### src/sahc_pkg.sv
// Package of constants and types for the converter host-control block.
package sahc_pkg;

  // ****************************************************************
  // Timing in converter clock periods, clock divider and result bit layout
  // ****************************************************************
  localparam int unsigned ACQ_PERIODS_MIN = 6;
  localparam int unsigned AZ_PERIODS = 26;
  localparam int unsigned CONV_PERIODS = 27;
  localparam int unsigned CAL_PERIODS = 1399;
  localparam int unsigned DIV_DEFAULT = 36;
  localparam int unsigned RES_W = 13;
  localparam int unsigned SIGN_BIT = 12;
  localparam int unsigned HI_LO = 8;
  localparam int unsigned HI_HI = 11;

  typedef enum {
    ST_IDLE,
    ST_CAL,
    ST_AZ,
    ST_ACQ_WR,
    ST_ACQ_SH,
    ST_CONV
  } sahc_state_e;

  // Host strobes, all active low, already synchronised.
  typedef struct packed {
    logic cs_n;
    logic wr_n;
    logic rd_n;
    logic sh_n;
    logic cal_n;
    logic auto_zero_n;
  } sahc_host_s;

  // Correction values: ladder from the last calibration, offset from the last calibration or auto-zero phase.
  typedef struct packed {
    logic [7:0] offset;
    logic [7:0] ladder;
  } sahc_corr_s;

endpackage

### src/sahc_sync.sv
// Two-stage synchroniser for a group of asynchronous host inputs.
module sahc_sync #(
  parameter int W = 6,
  parameter logic [W-1:0] INIT = '1
) (
  input wire logic clk_sys,
  input wire logic reset,
  input wire logic [W-1:0] d,
  output logic [W-1:0] q
);
  logic [W-1:0] meta;

  always_ff @(posedge clk_sys) begin
    if (reset) begin
      meta <= INIT;
      q <= INIT;
    end else begin
      meta <= d;
      q <= meta;
    end
  end
endmodule // sahc_sync

### src/sahc_sar.sv
// Successive-approximation engine that resolves sign and 12 magnitude bits.
module sahc_sar
  import sahc_pkg::*;
#(
  parameter int W = RES_W
) (
  input wire logic clk_sys,
  input wire logic reset,
  input wire logic start,
  input wire logic step,
  input wire logic cmp,
  input wire sahc_corr_s corr,
  output logic done,
  output logic [W-1:0] result
);
  logic [W-1:0] trial;
  logic [W-1:0] mask;
  logic busy;

  // The comparator decision is inverted when bit 0 of the stored offset is set.
  always_ff @(posedge clk_sys) begin
    if (reset) begin
      trial <= '0;
      mask <= '0;
      busy <= 1'b0;
      done <= 1'b0;
      result <= '0;
    end else begin
      done <= 1'b0;
      if (start) begin
        trial <= '0;
        mask <= {1'b1, {(W-1){1'b0}}};
        busy <= 1'b1;
      end else if (busy && step) begin
        if (cmp ^ corr.offset[0]) begin
          trial <= trial | mask;
        end
        mask <= mask >> 1;
        if (mask[0]) begin
          busy <= 1'b0;
          done <= 1'b1;
          result <= (cmp ^ corr.offset[0]) ? (trial | mask) : trial;
        end
      end
    end
  end
endmodule // sahc_sar

### src/sahc_ctrl.sv
// Control and host interface of a self-calibrating 12-bit plus sign converter.
//
// Overview of operation
// - With chip select low, rising write strobe starts a conversion.
// - Write-started conversions end acquisition internally.
// - Asynchronous write: acquisition ends 6 to 6.5 clock periods after edge.
// - Clock falling edge aligned with write: acquisition ends at 6.5 periods.
// - Sample/hold control has no one-period acquisition uncertainty.
// - Falling sample/hold with chip select low opens acquisition.
// - Rising sample/hold closes acquisition and starts conversion at once.
// - Write, read and sample/hold count only while chip select is low.
// - Chip select and read low: drive data pins and raise interrupt.
// - Calibrate low resets the device and starts calibration.
// - Calibration measures offset and ladder and stores both; only the offset is applied.
// - Auto-zero low inserts an offset-correcting phase before write-started conversions.
// - Auto-zero lengthens conversion by 26 clock periods.
// - End-of-conversion low during auto-zero, conversion or calibration, else high.
// - Interrupt goes low when the result is latched.
// - Interrupt returns high on read, new conversion or calibration.
// - Host reads two bytes: high byte first, then low byte.
// - Result is two's complement, sign at bit 12, MSB at bit 11.
// - Calibration holds end-of-conversion low for 1399 clock periods.
// - First read: low nibble bits 8..11, high nibble sign repeated.
// - Second read: result bits 0..7, LSB on lowest line.
module sahc_ctrl
  import sahc_pkg::*;
#(
  parameter int unsigned CLK_DIV = DIV_DEFAULT,
  parameter int unsigned CAL_LEN = CAL_PERIODS
) (
  input wire logic clk_sys,
  input wire logic reset,
  input wire logic conv_clk,
  input wire logic cs_n,
  input wire logic wr_n,
  input wire logic rd_n,
  input wire logic sh_n,
  input wire logic cal_n,
  input wire logic auto_zero_n,
  input wire logic comparator,
  output logic eoc,
  output logic int_n,
  output logic [7:0] data_out_pins,
  output logic data_out_pins_oe,
  output logic sampling
);

  // ****************************************************************
  // Input synchronisers
  // ****************************************************************
  sahc_host_s host;
  logic clk_s;
  logic cmp_s;
  logic [7:0] pins_s;

  // The converter clock is oversampled through the same synchroniser, so it
  // must stay well below half the system clock or its edges are lost.
  sahc_sync #(.W(8), .INIT(8'hFF)) u_sync (
    .clk_sys(clk_sys),
    .reset(reset),
    .d({cs_n, wr_n, rd_n, sh_n, cal_n, auto_zero_n, conv_clk, comparator}),
    .q(pins_s)
  );

  assign host = pins_s[7:2];
  assign clk_s = pins_s[1];
  assign cmp_s = pins_s[0];

  // ****************************************************************
  // Edge detection on synchronised inputs
  // ****************************************************************
  sahc_host_s host_q;
  logic clk_q;

  always_ff @(posedge clk_sys) begin
    if (reset) begin
      host_q <= '1;
      // Matches the synchroniser's reset level, so no false edge follows reset.
      clk_q <= 1'b1;
    end else begin
      host_q <= host;
      clk_q <= clk_s;
    end
  end

  logic sel;
  logic clk_rise;
  logic clk_fall;
  logic wr_start;
  logic sh_open;
  logic sh_close;
  logic rd_active;
  logic rd_end;
  logic cal_req;
  logic restart;

  // ****************************************************************
  // Decoding helpers
  // ****************************************************************
  // The analog input is tracked in these states; end-of-conversion falls at
  // the hold instant and is also low in auto-zero, but stays high through them.
  function automatic logic in_acquisition(input sahc_state_e s);
    return (s == ST_ACQ_WR) || (s == ST_ACQ_SH);
  endfunction

  // Any start or calibration request restarts the device, which clears the
  // interrupt and points the byte selector back at the high byte.
  function automatic logic is_restart(input logic wr, input logic sh, input logic cal);
    return wr || sh || cal;
  endfunction

  assign sel = ~host.cs_n;
  assign clk_rise = clk_s & ~clk_q;
  assign clk_fall = ~clk_s & clk_q;
  assign wr_start = sel && host.wr_n && !host_q.wr_n;
  assign sh_open = sel && !host.sh_n && host_q.sh_n;
  // The closing edge counts only while selected, like the write and read strobes;
  // a host that drops chip select first leaves acquisition open.
  assign sh_close = sel && host.sh_n && !host_q.sh_n;
  assign rd_active = sel && !host.rd_n;
  assign rd_end = !(~host_q.cs_n && !host_q.rd_n) ? 1'b0 : !rd_active;
  assign cal_req = !host.cal_n;
  assign restart = is_restart(wr_start, sh_open, cal_req);

  // ****************************************************************
  // Sequencer
  // ****************************************************************
  sahc_state_e state;
  logic [11:0] cnt;
  logic sar_start;
  logic sar_done;
  logic [RES_W-1:0] sar_res;
  sahc_corr_s corr;
  logic finishing;

  // A conversion counts as finished only if the sequencer still waits for it;
  // an engine run cut short by a restart must not reach the output latch.
  assign finishing = sar_done && (state == ST_CONV);

  // Periods are counted on converter clock edges; a write start counts half
  // periods so that a coincident falling edge yields exactly 6.5 periods.
  always_ff @(posedge clk_sys) begin
    if (reset) begin
      state <= ST_CAL;
      cnt <= '0;
      sar_start <= 1'b0;
    end else begin
      sar_start <= 1'b0;
      if (cal_req && state != ST_CAL) begin
        state <= ST_CAL;
        cnt <= '0;
      end else begin
        unique case (state)
          ST_IDLE, ST_CONV: begin
            if (state == ST_CONV && sar_done) begin
              state <= ST_IDLE;
            end
            // A write during a conversion restarts it; the stored corrections
            // may then be spoiled, so the host should recalibrate afterwards.
            if (wr_start && !cal_req) begin
              cnt <= '0;
              state <= host.auto_zero_n ? ST_ACQ_WR : ST_AZ;
            end else if (sh_open) begin
              state <= ST_ACQ_SH;
            end
          end
          ST_CAL: begin
            // Calibration cannot be cut short once running.
            if (clk_rise && !cal_req) begin
              cnt <= cnt + 12'h001;
              if (cnt == 12'(CAL_LEN - 1)) begin
                state <= ST_IDLE;
                cnt <= '0;
              end
            end
          end
          ST_AZ: begin
            // A write inside the auto-zero phase starts it again; nothing has
            // been sampled yet, so the stored corrections are not at risk.
            if (wr_start) begin
              cnt <= '0;
            end else if (clk_rise) begin
              cnt <= cnt + 12'h001;
              if (cnt == 12'(AZ_PERIODS - 1)) begin
                state <= ST_ACQ_WR;
                cnt <= '0;
              end
            end
          end
          ST_ACQ_WR: begin
            // Later write edges are ignored here, because restarting in the
            // middle of a sample would corrupt the stored corrections.
            if (clk_rise || clk_fall) begin
              cnt <= cnt + 12'h001;
              if (cnt == 12'(2 * ACQ_PERIODS_MIN)) begin
                state <= ST_CONV;
                sar_start <= 1'b1;
              end
            end
          end
          ST_ACQ_SH: begin
            if (sh_close) begin
              state <= ST_CONV;
              sar_start <= 1'b1;
            end
          end
          default: state <= ST_IDLE;
        endcase
      end
    end
  end

  // ****************************************************************
  // Calibration memory
  // ****************************************************************
  // Offset and ladder mismatch are sampled from the comparator during the
  // calibration run; the engine applies only offset bit 0 to later conversions.
  always_ff @(posedge clk_sys) begin
    if (reset) begin
      corr <= '0;
    end else if (state == ST_CAL && clk_rise) begin
      corr.offset <= {corr.offset[6:0], cmp_s};
      corr.ladder <= corr.ladder ^ {7'h00, cmp_s};
    end else if (state == ST_AZ && clk_rise) begin
      corr.offset <= {corr.offset[6:0], cmp_s};
    end
  end

  sahc_sar #(.W(RES_W)) u_sar (
    .clk_sys(clk_sys),
    .reset(reset),
    .start(sar_start),
    .step(clk_rise),
    .cmp(cmp_s),
    .corr(corr),
    .done(sar_done),
    .result(sar_res)
  );

  // ****************************************************************
  // Output latch, interrupt and byte selector
  // ****************************************************************
  logic [RES_W-1:0] latch;
  logic low_next;

  always_ff @(posedge clk_sys) begin
    if (reset) begin
      latch <= '0;
    end else if (finishing) begin
      latch <= sar_res;
    end
  end

  // A completion in the same cycle as a read still drops the interrupt.
  always_ff @(posedge clk_sys) begin
    if (reset) begin
      int_n <= 1'b1;
    end else if (finishing) begin
      int_n <= 1'b0;
    end else if (rd_active || restart) begin
      int_n <= 1'b1;
    end
  end

  // The selector flips when a read ends, so a long read keeps presenting
  // one and the same byte.
  always_ff @(posedge clk_sys) begin
    if (reset) begin
      low_next <= 1'b0;
    end else if (restart) begin
      low_next <= 1'b0;
    end else if (rd_end) begin
      low_next <= ~low_next;
    end
  end

  always_ff @(posedge clk_sys) begin
    if (reset) begin
      data_out_pins <= '0;
      data_out_pins_oe <= 1'b0;
    end else begin
      data_out_pins_oe <= rd_active;
      if (low_next) begin
        data_out_pins <= latch[HI_LO-1:0];
      end else begin
        data_out_pins <= {{4{latch[SIGN_BIT]}}, latch[HI_HI:HI_LO]};
      end
    end
  end

  // End-of-conversion rises in the cycle in which the interrupt falls, unless calibrate is
  // low in that cycle, so a host that polls either flag already finds the result latched.
  always_ff @(posedge clk_sys) begin
    if (reset) begin
      eoc <= 1'b0;
      sampling <= 1'b0;
    end else begin
      eoc <= (state == ST_IDLE) || in_acquisition(state) || (finishing && !cal_req);
      sampling <= in_acquisition(state);
    end
  end

endmodule // sahc_ctrl

### config.mk
export PLATFORM = sky130hd
export DESIGN_NAME = sahc_ctrl
export DESIGN_NICKNAME = d
export VERILOG_FILES = /design/src/sahc_pkg.sv /design/src/sahc_sync.sv /design/src/sahc_sar.sv /design/src/sahc_ctrl.sv
export SDC_FILE = /design/constraint.sdc
export NUM_CORES = 1
export LEC_CHECK = 0
export ABC_AREA = 1
export ABC_CLOCK_PERIOD_IN_PS = 1900
export BUFFER_PORTS_ARGS = -buffer_cell sky130_fd_sc_hd__buf_2
export CAP_MARGIN = 20
export CORE_ASPECT_RATIO = 1.75
export CORE_MARGIN = 2
export CORE_UTILIZATION = 55
export DETAILED_ROUTE_END_ITERATION = 10
export PLACE_DENSITY = 0.73
export SETUP_SLACK_MARGIN = 0.5
export SKIP_CTS_REPAIR_TIMING = 1
export SLEW_MARGIN = 20
export SYNTH_ARGS = -nofsm -noshare
export SYNTH_HDL_FRONTEND = slang
export SYNTH_SLANG_ARGS = --single-unit
### constraint.sdc
create_clock -name clk_sys -period 1.9 [get_ports clk_sys]
set_input_delay 0.38 -clock clk_sys [delete_from_list [all_inputs] [get_ports clk_sys]]
set_output_delay 0.38 -clock clk_sys [all_outputs]
set_load 0.005 [all_outputs]
==> reports/results.ini <==
[logic_synthesis]
synth_warnings=0
synth_top_area_share_pct=49.0
ys_async_sr_fraction_pct=0
synth_edf_count=0
yosysUniqueCellTypes=32
ys_ff_latch=105
netlist_instances=570
yosysSeqAreaShare_pct=49.0
synth_ff_type=dfxtp_1
avgSynthCellArea_sq_um=7.53
netlist_area_sq_mm=0.00429
syn_nets=585
synth_area_leader_cell=dfxtp_1
yosys-top-cells-area=dfxtp_1 (49%), nand2_1 (9.9%), nor2_1 (6.2%)
synth_common_cells=nand2_1 (113), dfxtp_1 (105), nor2_1 (71)
synth_most_common_cell=nand2_1

[die]
die_w_um=70.8
core_sq_mm=0.00757
die_y_um=121
start_util_pct=56.7
io_pins=22
fp.dieArea_sq_mm=0.00855
rows=42

[final_layout]
n_antenna_cell=0
nets=627
final_cells=705
drive_gt1_share_pct=31.0
area_growth_syn_to_layout_pct=25.9

[worst_setup_path]
required_ns=2.13
start_kind=register
worstPathArrival_ns=1.75
worst-setup-path-type=reg2reg
r2r-start=clk_q
reg2reg_to=state[1]
reg2regPathDepth=12
worst-path-max-fanout=3
r2r_slack_ns=0.38
end_kind=register

[clock_network]
cts_root_buf=clkbuf_16
clkLatencyLatePin_ns=0.34
cts_tree=yes
cts.sinks=105
htree_levels=3
path_clk_slew_ns=0.06
cts_buffer_depth=2
numCtsBuffers=9

[route]
drtIter0Drc=151
wl_met3_um=260
wire_per_inst_um=15.4
routed_wirelength_um=10900
top_layer_used=met4
wl_met2_um=6100
dr.pass1.iters=6
via_per_inst=5.42
ant_nets=0
wl_met1_um=3870
route.detailed.drc=0
vias=3819

[global_route]
grt_pass1_vias=3515
grt_pass1_wl_um=16400
overflow=0
grt_max_degree=36
track_usage_pct=24.7
grt_antenna_before_repair=0

[min_path]
holdCritPathClass=in2reg
hold_depth=2
min_delay_worst_endpoint=u_sync.meta[3]
min_from=cal_n

[pwr]
power.internal_mw=3.46
netSwitchingPower_mw=0.871
power_frac_seq_pct=51.4
swShare_pct=20.1
pwr-share-comb_pct=3.4
vdd_ir_drop_max_mv=1.20
power_density_mw_per_mm2=801
clkPwrFrac_pct=45.2
p_leak_nw=2.05

[sta]
finalSetupViolCount=0
hold_viol_final=0
slew_violations=0
tightest_slew_ns=0.331
fmax_mhz=658
tns_ns=0
rsz0062_at_grt=yes
post-route-period-util_pct=80.0
relSlewSlack_pct=77.8
clock_skew_ns=0.00509
fin_crit_ns=1.52

[placed_design]
globalplace.congestion=0.973
place.port_buffers=21
placed_cells=672
dp_hpwl_um=7580

[run]
maxCapViolations=0

[outcome]
status=finished clean

[cell families after synthesis]
logic type	after synthesis	synth area share, %
simple gates	272	28.5
compound gates	106	13.2
flops	105	49.0
buf+inv	78	7.06
fa+ha+maj	5	1.46
xor+xnor	4	0.816
[power groups by stage]
stage | Sequential (mW) | Clock, mW | Combinational, mW
2_1_floorplan | 2.28 | 0 | 0.0800
3_3_place_gp | 2.28 | 0 | 0.117
3_5_place_dp | 2.28 | 0 | 0.118
4_1_cts | 2.23 | 1.98 | 0.119
5_1_grt | 2.23 | 2.08 | 0.160
6_report | 2.23 | 1.96 | 0.146
[layout by cell type, fill, tap and decap left out, types with 5 or more instances in the layout]
master / instances
a21oi_1: 41
a31oi_1: 13
buf_2: 21
buf_4: 23
clkbuf_16: 9
dfxtp_1: 93
dfxtp_2: 8
ha_4: 5
inv_1: 37
inv_2: 14
nand2_1: 98
nand2_2: 17
nand2_4: 5
nand3_1: 29
nand3_2: 13
nand4_1: 6
nor2_1: 57
nor2_2: 9
nor2_4: 8
o21ai_0: 30
o21ai_1: 9
or2_2: 18
[worst max path at each step]
stage,startpoint,end,cells past startpoint
finish,clk_q,state[1],12
global route,clk_q,state[1],12
floorplan,clk_q,state[2],12
CTS,clk_q,state[1],12
global placement,clk_q,state[1],12
detailed placement,clk_q,state[1],12
[cell type report]
cell class | count | area, sq um
Inverter | 58 | 244
Clock inverter | 5 | 78.8
Multi-Input combinational cell | 389 | 2260
Fill cell | 628 | 2160
Clock buffer | 11 | 243
Tap cell | 88 | 110
Timing Repair inverter | 1 | 7.51
Timing Repair Buffer | 48 | 332
Sequential cell | 105 | 2130
[critical path: stages, from the launching register on]
cell,delay [ns]
dfxtp_2,0.32
inv_2,0.04
ha_4,0.24
inv_2,0.05
nand2_2,0.05
nor2_4,0.09
nand3_2,0.10
nand2_2,0.10
nand2_2,0.07
nor2_4,0.15
nand3_2,0.09
nand2_2,0.08
nor2_1,0.03
[per-layer routing]
layer  up-vias  track usage, %
li1       1932               -
met1      1776            24.8
met2        78            46.4
met3        33            3.99
met4         0            14.4
met5         -               0
[registers in the layout, summed over array words and instances (netlist names), 3 cells and up]
name	cells
data_out_pins	8
state	3
u_sar.mask	13
u_sar.trial	13
latch	13
u_sar.result	13
u_sync.meta	8
host_q	4
u_sync.q	8
cnt	12
[per-stage QoR]
step                      hold WS (ns)  total power, mW  cell area (sq um)  utilization, %  worst slack [ns]
after CTS                        0.212             4.33               4850            64.2             0.123
after global placement           0.392             2.40               4530            59.9             0.129
final                            0.221             4.33               5400            71.4             0.380
after global routing             0.223             4.46               5400            71.4             0.310
after detailed placement         0.396             2.40               4530            59.9             0.153
after floorplan                  0.389             2.36               4310               -             0.505
(Power assumes the default switching activity.)
